### src/hw/sensor_port_pkg.sv
// Contract
// - Leave at least 50 us between the final data-bit rising edges of two writes.
// - Leave at least 50 us from a write's last data rise to a read's last address rise.
// - After a read, wait 250 ns before the next command's first address falling edge.
// - Ordinary register reads need 50 us between address and data byte.
// - Reads of addresses 0x02 and 0x50 need 75 us between address and data.
// - Select must be low 120 ns before the first rising clock edge.
// - Select must stay low 120 ns after the final falling clock edge.
// - Firmware download and frame capture bytes are spaced at least 10 us apart.
// - Select stays high at least 4 us to leave burst mode.
// - No transaction during the 500 us after the device reset falls.
// - A write is an address byte with MSB one, then a data byte.
// - A read is an address byte with MSB zero, then a returned data byte.
package sensor_port_pkg;

    // ----------------------------------------------------------------
    // Timing, in nanoseconds as specified and in clock cycles
    // ----------------------------------------------------------------
    localparam int unsigned CLK_PERIOD_NS       = 50;
    localparam int unsigned WRITE_GAP_NS        = 50000;
    localparam int unsigned READ_GAP_NS         = 250;
    localparam int unsigned ADDR_DATA_NS        = 50000;
    localparam int unsigned MOTION_ADDR_DATA_NS = 75000;
    localparam int unsigned SEL_SETUP_NS        = 120;
    localparam int unsigned SEL_HOLD_NS         = 120;
    localparam int unsigned BYTE_GAP_NS         = 10000;
    localparam int unsigned BURST_EXIT_NS       = 4000;
    localparam int unsigned INPUT_WAKE_NS       = 500000;
    localparam int unsigned RESET_PULSE_NS      = 10000;

    localparam logic [15:0] WRITE_GAP_CYC        = 16'((WRITE_GAP_NS + CLK_PERIOD_NS - 1) / CLK_PERIOD_NS);
    localparam logic [15:0] READ_GAP_CYC         = 16'((READ_GAP_NS + CLK_PERIOD_NS - 1) / CLK_PERIOD_NS);
    localparam logic [15:0] ADDR_DATA_CYC        = 16'((ADDR_DATA_NS + CLK_PERIOD_NS - 1) / CLK_PERIOD_NS);
    localparam logic [15:0] MOTION_ADDR_DATA_CYC = 16'((MOTION_ADDR_DATA_NS + CLK_PERIOD_NS - 1) / CLK_PERIOD_NS);
    localparam logic [15:0] SEL_SETUP_CYC        = 16'((SEL_SETUP_NS + CLK_PERIOD_NS - 1) / CLK_PERIOD_NS);
    localparam logic [15:0] SEL_HOLD_CYC         = 16'((SEL_HOLD_NS + CLK_PERIOD_NS - 1) / CLK_PERIOD_NS);
    localparam logic [15:0] BYTE_GAP_CYC         = 16'((BYTE_GAP_NS + CLK_PERIOD_NS - 1) / CLK_PERIOD_NS);
    localparam logic [15:0] BURST_EXIT_CYC       = 16'((BURST_EXIT_NS + CLK_PERIOD_NS - 1) / CLK_PERIOD_NS);
    localparam logic [15:0] INPUT_WAKE_CYC       = 16'((INPUT_WAKE_NS + CLK_PERIOD_NS - 1) / CLK_PERIOD_NS);
    localparam logic [15:0] RESET_PULSE_CYC      = 16'((RESET_PULSE_NS + CLK_PERIOD_NS - 1) / CLK_PERIOD_NS);
    localparam int unsigned SCLK_HALF_CYC        = 10;

    // ----------------------------------------------------------------
    // Register map, word indices on the bus
    // ----------------------------------------------------------------
    localparam logic [1:0] REG_COMMAND = 2'h0;
    localparam logic [1:0] REG_STATUS  = 2'h1;
    localparam logic [1:0] REG_DATA    = 2'h2;
    localparam logic [1:0] REG_CONTROL = 2'h3;

    localparam int unsigned CMD_DATA_LSB       = 0;
    localparam int unsigned CMD_ADDR_LSB       = 8;
    localparam int unsigned CMD_KIND_LSB       = 16;
    localparam int unsigned CMD_COUNT_LSB      = 18;
    localparam int unsigned STAT_BUSY_BIT      = 0;
    localparam int unsigned STAT_RX_VALID_BIT  = 1;
    localparam int unsigned STAT_TX_FREE_BIT   = 2;
    localparam int unsigned STAT_READY_BIT     = 3;
    localparam int unsigned STAT_SLEEP_BIT     = 4;
    localparam int unsigned STAT_RX_LSB        = 8;
    localparam int unsigned CTL_SLEEP_BIT      = 0;
    localparam int unsigned CTL_RESET_BIT      = 1;

    // ----------------------------------------------------------------
    // Device addresses and command kinds
    // ----------------------------------------------------------------
    localparam logic [6:0] MOTION_REPORT_ADDR       = 7'h02;
    localparam logic [6:0] MOTION_BURST_REPORT_ADDR = 7'h50;

    typedef enum logic [1:0] {
        KIND_WRITE        = 2'h0,
        KIND_READ         = 2'h1,
        KIND_STREAM_WRITE = 2'h2,
        KIND_STREAM_READ  = 2'h3
    } cmd_kind_t;

endpackage : sensor_port_pkg

### src/hw/sensor_port_master.sv
// The Avalon-MM slave port was left to the implementer.
`timescale 1ns/10ps
`default_nettype none
module sensor_port_master #(
    parameter logic [15:0] INPUT_WAKE_CYCLES = sensor_port_pkg::INPUT_WAKE_CYC
) (
    // Clock and reset
    input  wire logic        clk,
    input  wire logic        reset,
    // Avalon-MM slave
    input  wire logic [1:0]  av_address,
    input  wire logic        av_read,
    input  wire logic        av_write,
    input  wire logic [31:0] av_writedata,
    output logic [31:0]      av_readdata,
    output logic             av_waitrequest,
    // Sensor pins
    output logic             sclk,
    output logic             mosi,
    input  wire logic        miso,
    output logic             port_select_low,
    output logic             sensor_reset,
    output logic             sleep_request_low
);
    // ----------------------------------------------------------------
    // State
    // ----------------------------------------------------------------
    typedef enum logic [6:0] {
        ST_RST_PULSE = 7'h01,
        ST_RST_WAIT  = 7'h02,
        ST_IDLE      = 7'h04,
        ST_SEL_SETUP = 7'h08,
        ST_SHIFT     = 7'h10,
        ST_BYTE_GAP  = 7'h20,
        ST_SEL_HOLD  = 7'h40
    } engine_state_t;

    typedef struct packed {
        engine_state_t             state;
        logic [15:0]               cnt;
        logic [15:0]               gap_cnt;
        sensor_port_pkg::cmd_kind_t kind;
        logic [6:0]                addr;
        logic [7:0]                wdata;
        logic [11:0]               count;
        logic [11:0]               remaining;
        logic                      pend;
        logic                      rst_req;
        logic                      in_addr;
        logic                      after_addr;
        logic                      prev_write;
        logic                      prev_stream;
        logic                      ready;
        logic                      sel_low;
        logic                      sensor_reset;
        logic                      sleep_low;
        logic [7:0]                rx_data;
        logic                      rx_valid;
        logic [7:0]                tx_data;
        logic                      tx_full;
        logic                      start;
        logic [7:0]                sh_byte;
        logic                      m1;
        logic                      m2;
        logic                      wait_req;
        logic [31:0]               readdata;
        logic [15:0]               since_done;
        logic [15:0]               since_rise;
    } master_state_t;

    master_state_t r;
    master_state_t n;
    logic          sh_done;
    logic [7:0]    sh_rx;
    logic          sclk_w;
    logic          mosi_w;

    function automatic logic is_motion(input logic [6:0] a);
        is_motion = (a == sensor_port_pkg::MOTION_REPORT_ADDR) ||
                    (a == sensor_port_pkg::MOTION_BURST_REPORT_ADDR);
    endfunction : is_motion

    byte_shifter #(
        .HALF_CYCLES (sensor_port_pkg::SCLK_HALF_CYC)
    ) u_shifter (
        .clk       (clk),
        .reset     (reset),
        .start     (r.start),
        .tx_byte   (r.sh_byte),
        .miso_sync (r.m2),
        .sclk      (sclk_w),
        .mosi      (mosi_w),
        .done      (sh_done),
        .rx_byte   (sh_rx)
    );

    // ----------------------------------------------------------------
    // Next state
    // ----------------------------------------------------------------
    always_comb begin
        logic        req;
        logic        acc;
        logic        data_ok;
        logic [31:0] word;
        req     = av_read || av_write;
        acc     = req && !r.wait_req;
        data_ok = 1'b0;
        word    = 32'h0000_0000;
        n       = r;
        n.m1    = miso;
        n.m2    = r.m1;
        n.start = 1'b0;
        n.cnt   = (r.cnt != 16'h0000) ? r.cnt - 16'h0001 : r.cnt;
        n.gap_cnt    = (r.gap_cnt != 16'h0000) ? r.gap_cnt - 16'h0001 : r.gap_cnt;
        n.since_done = (r.since_done != 16'hffff) ? r.since_done + 16'h0001 : r.since_done;
        n.since_rise = (r.since_rise != 16'hffff) ? r.since_rise + 16'h0001 : r.since_rise;
        if (sh_done) begin
            n.since_done = 16'h0000;
        end
        // Every access takes exactly one wait cycle; readdata is loaded in it.
        n.wait_req = !(req && r.wait_req);
        unique case (av_address)
            sensor_port_pkg::REG_COMMAND: begin
                word[sensor_port_pkg::CMD_DATA_LSB +: 8]   = r.wdata;
                word[sensor_port_pkg::CMD_ADDR_LSB +: 7]   = r.addr;
                word[sensor_port_pkg::CMD_KIND_LSB +: 2]   = r.kind;
                word[sensor_port_pkg::CMD_COUNT_LSB +: 12] = r.count;
            end
            sensor_port_pkg::REG_STATUS: begin
                word[sensor_port_pkg::STAT_BUSY_BIT]     = r.pend || (r.state != ST_IDLE);
                word[sensor_port_pkg::STAT_RX_VALID_BIT] = r.rx_valid;
                word[sensor_port_pkg::STAT_TX_FREE_BIT]  = !r.tx_full;
                word[sensor_port_pkg::STAT_READY_BIT]    = r.ready;
                word[sensor_port_pkg::STAT_SLEEP_BIT]    = !r.sleep_low;
                word[sensor_port_pkg::STAT_RX_LSB +: 8]  = r.rx_data;
            end
            sensor_port_pkg::REG_DATA: begin
                word[7:0] = r.rx_data;
            end
            sensor_port_pkg::REG_CONTROL: begin
                word[sensor_port_pkg::CTL_SLEEP_BIT] = !r.sleep_low;
            end
        endcase
        n.readdata = word;
        if (acc && av_read && av_address == sensor_port_pkg::REG_DATA) begin
            n.rx_valid = 1'b0;
        end
        if (acc && av_write) begin
            if (av_address == sensor_port_pkg::REG_COMMAND && !r.pend && r.state == ST_IDLE) begin
                n.pend  = 1'b1;
                n.wdata = av_writedata[sensor_port_pkg::CMD_DATA_LSB +: 8];
                n.addr  = av_writedata[sensor_port_pkg::CMD_ADDR_LSB +: 7];
                n.kind  = sensor_port_pkg::cmd_kind_t'(av_writedata[sensor_port_pkg::CMD_KIND_LSB +: 2]);
                n.count = av_writedata[sensor_port_pkg::CMD_COUNT_LSB +: 12];
            end
            if (av_address == sensor_port_pkg::REG_CONTROL) begin
                n.sleep_low = !av_writedata[sensor_port_pkg::CTL_SLEEP_BIT];
                if (av_writedata[sensor_port_pkg::CTL_RESET_BIT]) begin
                    n.rst_req = 1'b1;
                end
            end
        end

        // ------------------------------------------------------------
        // Link engine
        // ------------------------------------------------------------
        unique case (r.state)
            ST_RST_PULSE: begin
                if (r.cnt == 16'h0000) begin
                    n.sensor_reset = 1'b0;
                    n.cnt          = INPUT_WAKE_CYCLES;
                    n.state        = ST_RST_WAIT;
                end
            end
            ST_RST_WAIT: begin
                if (r.cnt == 16'h0000) begin
                    n.ready = 1'b1;
                    n.state = ST_IDLE;
                end
            end
            ST_IDLE: begin
                if (r.rst_req) begin
                    n.rst_req      = 1'b0;
                    n.ready        = 1'b0;
                    n.sensor_reset = 1'b1;
                    n.cnt          = sensor_port_pkg::RESET_PULSE_CYC;
                    n.state        = ST_RST_PULSE;
                end else if (r.pend && r.gap_cnt == 16'h0000 && r.sleep_low) begin
                    // The device port is dead while asleep, so nothing starts then.
                    n.sel_low   = 1'b1;
                    n.in_addr   = 1'b1;
                    n.remaining = (r.count == 12'h000) ? 12'h001 : r.count;
                    n.cnt       = sensor_port_pkg::SEL_SETUP_CYC;
                    n.state     = ST_SEL_SETUP;
                end
            end
            ST_SEL_SETUP: begin
                if (r.cnt == 16'h0000) begin
                    n.start   = 1'b1;
                    n.sh_byte = {!r.kind[0], r.addr};
                    n.state   = ST_SHIFT;
                end
            end
            ST_SHIFT: begin
                if (sh_done && r.in_addr) begin
                    n.in_addr    = 1'b0;
                    n.after_addr = 1'b1;
                    n.state      = ST_BYTE_GAP;
                    if (r.kind[0]) begin
                        n.cnt = is_motion(r.addr) ? sensor_port_pkg::MOTION_ADDR_DATA_CYC
                                                  : sensor_port_pkg::ADDR_DATA_CYC;
                    end else if (r.kind[1]) begin
                        n.cnt = sensor_port_pkg::BYTE_GAP_CYC;
                    end else begin
                        n.cnt = 16'(sensor_port_pkg::SCLK_HALF_CYC);
                    end
                end else if (sh_done) begin
                    // Held until the first data byte has finished, so the gap checks can see its start.
                    n.after_addr = 1'b0;
                    if (r.kind[0]) begin
                        n.rx_data  = sh_rx;
                        n.rx_valid = 1'b1;
                    end
                    if (r.kind[1] && r.remaining != 12'h001) begin
                        n.remaining = r.remaining - 12'h001;
                        n.cnt       = sensor_port_pkg::BYTE_GAP_CYC;
                        n.state     = ST_BYTE_GAP;
                    end else begin
                        n.cnt   = sensor_port_pkg::SEL_HOLD_CYC;
                        n.state = ST_SEL_HOLD;
                    end
                end
            end
            ST_BYTE_GAP: begin
                // Stream bytes also wait for software, so nothing is dropped or overrun.
                unique case (r.kind)
                    sensor_port_pkg::KIND_STREAM_WRITE: data_ok = r.tx_full;
                    sensor_port_pkg::KIND_STREAM_READ:  data_ok = !r.rx_valid;
                    default:                            data_ok = 1'b1;
                endcase
                if (r.cnt == 16'h0000 && data_ok) begin
                    n.start      = 1'b1;
                    n.state      = ST_SHIFT;
                    if (r.kind[0]) begin
                        n.sh_byte = 8'hff;
                    end else if (r.kind[1]) begin
                        n.sh_byte = r.tx_data;
                        n.tx_full = 1'b0;
                    end else begin
                        n.sh_byte = r.wdata;
                    end
                end
            end
            ST_SEL_HOLD: begin
                if (r.cnt == 16'h0000) begin
                    n.sel_low     = 1'b0;
                    n.pend        = 1'b0;
                    n.since_rise  = 16'h0000;
                    n.prev_write  = !r.kind[0];
                    n.prev_stream = r.kind[1];
                    n.state       = ST_IDLE;
                    if (!r.kind[0]) begin
                        n.gap_cnt = sensor_port_pkg::WRITE_GAP_CYC;
                    end else if (r.kind[1]) begin
                        n.gap_cnt = sensor_port_pkg::BURST_EXIT_CYC;
                    end else begin
                        n.gap_cnt = sensor_port_pkg::READ_GAP_CYC;
                    end
                end
            end
            default: begin
                n.state = ST_IDLE;
            end
        endcase
        // A byte written by software in the cycle the engine takes one is kept.
        if (acc && av_write && av_address == sensor_port_pkg::REG_DATA) begin
            n.tx_data = av_writedata[7:0];
            n.tx_full = 1'b1;
        end
    end

    always_ff @(posedge clk) begin
        if (reset) begin
            r              <= '0;
            r.state        <= ST_RST_PULSE;
            r.cnt          <= sensor_port_pkg::RESET_PULSE_CYC;
            r.sensor_reset <= 1'b1;
            r.sleep_low    <= 1'b1;
            r.wait_req     <= 1'b1;
            r.since_done   <= 16'hffff;
            r.since_rise   <= 16'hffff;
        end else begin
            r <= n;
        end
    end

    assign av_readdata       = r.readdata;
    assign av_waitrequest    = r.wait_req;
    assign sclk              = sclk_w;
    assign mosi              = mosi_w;
    assign port_select_low   = !r.sel_low;
    assign sensor_reset      = r.sensor_reset;
    assign sleep_request_low = r.sleep_low;

    // ----------------------------------------------------------------
    // Checks
    // ----------------------------------------------------------------
    logic req_w;
    assign req_w = av_read || av_write;
endmodule : sensor_port_master
`default_nettype wire

### src/hw/byte_shifter.sv
`timescale 1ns/10ps
`default_nettype none
module byte_shifter #(
    parameter int unsigned HALF_CYCLES = sensor_port_pkg::SCLK_HALF_CYC
) (
    // Clock and reset
    input  wire logic       clk,
    input  wire logic       reset,
    // Byte request
    input  wire logic       start,
    input  wire logic [7:0] tx_byte,
    input  wire logic       miso_sync,
    // Serial pins and result
    output logic            sclk,
    output logic            mosi,
    output logic            done,
    output logic [7:0]      rx_byte
);
    typedef struct packed {
        logic       busy;
        logic [7:0] cnt;
        logic [2:0] bitn;
        logic [7:0] sh;
        logic       sclk;
        logic       mosi;
        logic       done;
    } shifter_state_t;

    localparam logic [7:0] HALF_LAST = 8'(HALF_CYCLES - 1);

    shifter_state_t r;
    shifter_state_t n;

    always_comb begin
        n      = r;
        n.done = 1'b0;
        if (!r.busy) begin
            if (start) begin
                n.busy = 1'b1;
                n.sh   = tx_byte;
                n.sclk = 1'b0;
                n.mosi = tx_byte[7];
                n.cnt  = HALF_LAST;
                n.bitn = 3'h0;
            end
        end else if (r.cnt != 8'h00) begin
            n.cnt = r.cnt - 8'h01;
        end else if (!r.sclk) begin
            n.sclk = 1'b1;
            n.sh   = {r.sh[6:0], miso_sync};
            n.cnt  = HALF_LAST;
            if (r.bitn == 3'h7) begin
                n.busy = 1'b0;
                n.done = 1'b1;
            end else begin
                n.bitn = r.bitn + 3'h1;
            end
        end else begin
            n.sclk = 1'b0;
            n.mosi = r.sh[7];
            n.cnt  = HALF_LAST;
        end
    end

    always_ff @(posedge clk) begin
        if (reset) begin
            r      <= '0;
            r.sclk <= 1'b1;
            r.mosi <= 1'b1;
        end else begin
            r <= n;
        end
    end

    assign sclk    = r.sclk;
    assign mosi    = r.mosi;
    assign done    = r.done;
    assign rx_byte = r.sh;

endmodule : byte_shifter
`default_nettype wire

### config.mk
export PLATFORM = sky130hd
export DESIGN_NAME = sensor_port_master
export DESIGN_NICKNAME = d
export VERILOG_FILES = /design/src/hw/sensor_port_pkg.sv /design/src/hw/sensor_port_master.sv /design/src/hw/byte_shifter.sv
export SDC_FILE = /design/constraint.sdc
export NUM_CORES = 1
export LEC_CHECK = 0
export BUFFER_PORTS_ARGS = -buffer_cell sky130_fd_sc_hd__buf_2
export CORE_AREA = 2 2 115 117
export DETAILED_ROUTE_END_ITERATION = 7
export DIE_AREA = 0 0 117 119
export HOLD_SLACK_MARGIN = 0.12
export PLACE_DENSITY = 0.84
export SLEW_MARGIN = 40
export SYNTH_ARGS = -nofsm -noshare
export SYNTH_HDL_FRONTEND = slang
export SYNTH_SLANG_ARGS = --single-unit
export TNS_END_PERCENT = 10
### constraint.sdc
create_clock -name clk -period 6.94 [get_ports clk]
set_input_delay 1.388 -clock clk [delete_from_list [all_inputs] [get_ports clk]]
set_output_delay 1.388 -clock clk [all_outputs]
set_load 0.02 [all_outputs]
==> metrics.cfg <==
[setup_path]
path_cells = inv_1 > ha_1 > nor4b_1 > and4_1 > inv_1 > or2_2 > o21ai_0 > a21oi_1
cpMostUsedCell = inv_1
cp_slowest_cell = and4_1
critical_path.top_delay_family = simple AND/OR/NAND/NOR gates
cp_data_arrival_time_ns = 3.62
rr_worst_depth = 8
crit_buf_inv = 2
endpoint = r[153]
path_depth = 8
cp.required_ns = 7.23
startpoint_type = register
critPathCaptureType = register
critPathKind = register to register
reg2reg_slack_ns = 3.61
cpPeakStageDelay_ns = 0.65
crit_fanout = 15
r2r-start = r[162]
critPathLaunch = r[162]
worstReg2RegEnd = r[153]

[die]
die_w_um = 117
num_rows = 42
die_area_um2 = 13920
coreArea_um2 = 12870
io_pins = 77
start_util_pct = 61.91
die_y_um = 119

[hold_path]
hold_class = register to register

[sta]
fin_tns_setup_ns = 0
rsz0062_at_grt = false
finalCritPeriodShare_pct = 48.01
slew_headroom_pct = 43.81
clock.fmax_ghz = 0.3001
final.setup_skew_ns = 0.007350
fin_ws_ns = 3.608
final-hold-violation-count = 0
drv_slew = 0
worstMarginPinSlew_ns = 0.8418
setup_viol = 0
period_needed_ns = 3.332

[final_layout]
register_area_um2 = 3403
finalNetCount = 1015
multiInputGateArea_um2 = 4094
drive_gt1_share_pct = 14.43
nFillCells = 1028
diodes = 0
fin_cells = 1153
area_growth_pct = 10.19

[drt]
vias = 6972
ant_nets = 0
vias_per_cell = 6.047
drt-pass1-iter-count = 6
routedWlPerCell_um = 16.57
wl_um = 19100
drt_iter0_drc = 739
drcViolationCount = 0

[cts]
ctsHoldBuffers = 0
cts_max_level = 4
ctsResizeCount = 0
clockRootBuffer = clkbuf_16
clk_path_buf_depth = 2
numCtsBuffers = 17
clkTransAtPathRegs_ns = 0.06
cts_tree = yes
post_cts_buffers = 0
clock_sinks = 170
clk_latency_ns = 0.43

[placement]
dp_hpwl_um = 12750
dp_slack_ns = 3.661
dpl.cell_count = 1123
globalplace.congestion = 0.9983
portBuffers = 71

[grt]
use_met1_pct = 39.28
grt_pass1_vias = 6363
grt_first_pass_wirelength_um = 31310
grt_max_degree = 82
grt_usage_pct = 28.26
antenna_found_initial = 0
grt_util_met3_pct = 6.819
busiest_layer = met2
use_met2_pct = 43.50
grt_remaining_overflow = 0

[synth]
synth_top_area_share_pct = 42.69
synth_cells = 954
synth_edf_count = 0
yosysMostFrequentCell = dfxtp_1
synthFlopType = dfxtp_1
synth_area_leaders = dfxtp_1 (43%), a21oi_1 (5.4%), mux2i_1 (5.4%)
yosysWarnings = 0
synth_area_leader_cell = dfxtp_1
syn_avg_cell_area_um2 = 8.356
post_synth_instance_area_um2 = 7971
ys_seq_area_share_pct = 42.69
yosysUniqueCellTypes = 66
ys_ff_latch = 170
synthTopCellsByCount = dfxtp_1 (170), nor2_1 (108), nand2_1 (93)
ys_async_sr_fraction_pct = 0

[pwr]
p_leak_nw = 3.164
peakVddDrop_uv = 163.0
power_mw = 2.300
power_density_nw_per_um2 = 261.8

[status]
status = complete, no violations

[run]
drv_cap = 0

[flip-flops by register name (all words and copies together), names as in the netlist]
name,flops
u_shifter.mosi,1
n,1
sensor_reset,1
sleep_request_low,1
u_shifter.done,1
r,113
u_shifter.r,12
u_shifter.rx_byte,8
av_waitrequest,1
u_shifter.sclk,1
av_readdata,30
[placed cells by master, fill, tap and decap left out, types with 9 or more instances in the layout]
cell type and n:
a21o_1 12, a21oi_1 86, a22oi_1 11, a31oi_1 15, and2_1 19, buf_2 70
clkbuf_16 17, dfxtp_1 170, ha_1 9, inv_1 24, mux2_2 9, mux2i_1 43
nand2_1 92, nand3_1 19, nor2_1 108, nor3_1 30, nor4_1 13, o21ai_0 44
or3_1 11, or4_1 11, xor2_1 12
[power breakdown]
| group | leakage [nW] | switching, mW | internal (mW) | total [mW] |
|---|---|---|---|---|
| Clock | 0.273 | 0.375 | 0.539 | 0.914 |
| Combinational | 1.52 | 0.178 | 0.149 | 0.327 |
| Sequential | 1.37 | 0.0433 | 1.02 | 1.06 |
| Total | 3.16 | 0.596 | 1.70 | 2.30 |
[worst register-to-register path, cell delays in order, from the launching register on]
cell and delay, ns:
dfxtp_1 0.32, inv_1 0.12, ha_1 0.16, nor4b_1 0.42
and4_1 0.65, inv_1 0.38, or2_2 0.50, o21ai_0 0.54
a21oi_1 0.09
[through the flow]
stage                     util, %  area (um^2)  hold slack, ns
final                       68.22         8783          0.4457
after global routing        68.22         8783          0.4657
after CTS                   67.93         8746          0.4497
after detailed placement    63.61         8189          0.4368
after global placement      63.45         8169          0.4248
after floorplan                 -         7975          0.4138
[per-layer routing]
metal | vias up | routed length (um)
met5 | - | 0
met4 | 0 | 400
met3 | 35 | 1375
met2 | 267 | 8796
met1 | 3295 | 8531
li1 | 3375 | -
[cell type report]
type / instances / area share (%)
Clock inverter: 9 / 1.140
Sequential cell: 170 / 38.75
Inverter: 25 / 1.068
Tap cell: 176 / 2.507
Timing Repair Buffer: 77 / 4.729
Multi-Input combinational cell: 676 / 46.61
Clock buffer: 20 / 5.199
[logic make-up (layout without fill, tap and decap cells)]
logic type               count (synthesis)  after routing  synth area share [%]
multiplexers                            52             52                 6.671
adder cells (fa/ha/maj)                  9              9                 1.413
buffers and inverters                  109            131                 6.749
AO/OA/AOI/OAI                          225            225                 17.36
other                                    1              2               0.04704
flip-flops                             170            170                 42.69
AND/OR/NAND/NOR                        368            368                 22.87
XOR/XNOR                                20             20                 2.197
[worst min path at each step]
stage,startpoint,end,slack (ns),cells after the start
after floorplan,n[65],r[65],0.41,1
after global routing,n[65],r[65],0.47,1
after global placement,n[65],r[65],0.42,1
after detailed placement,n[65],r[65],0.44,1
final,sensor_reset,sensor_reset,0.45,2
after CTS,sensor_reset,sensor_reset,0.45,2
No activity file was read; power rests on OpenSTA's default activity.
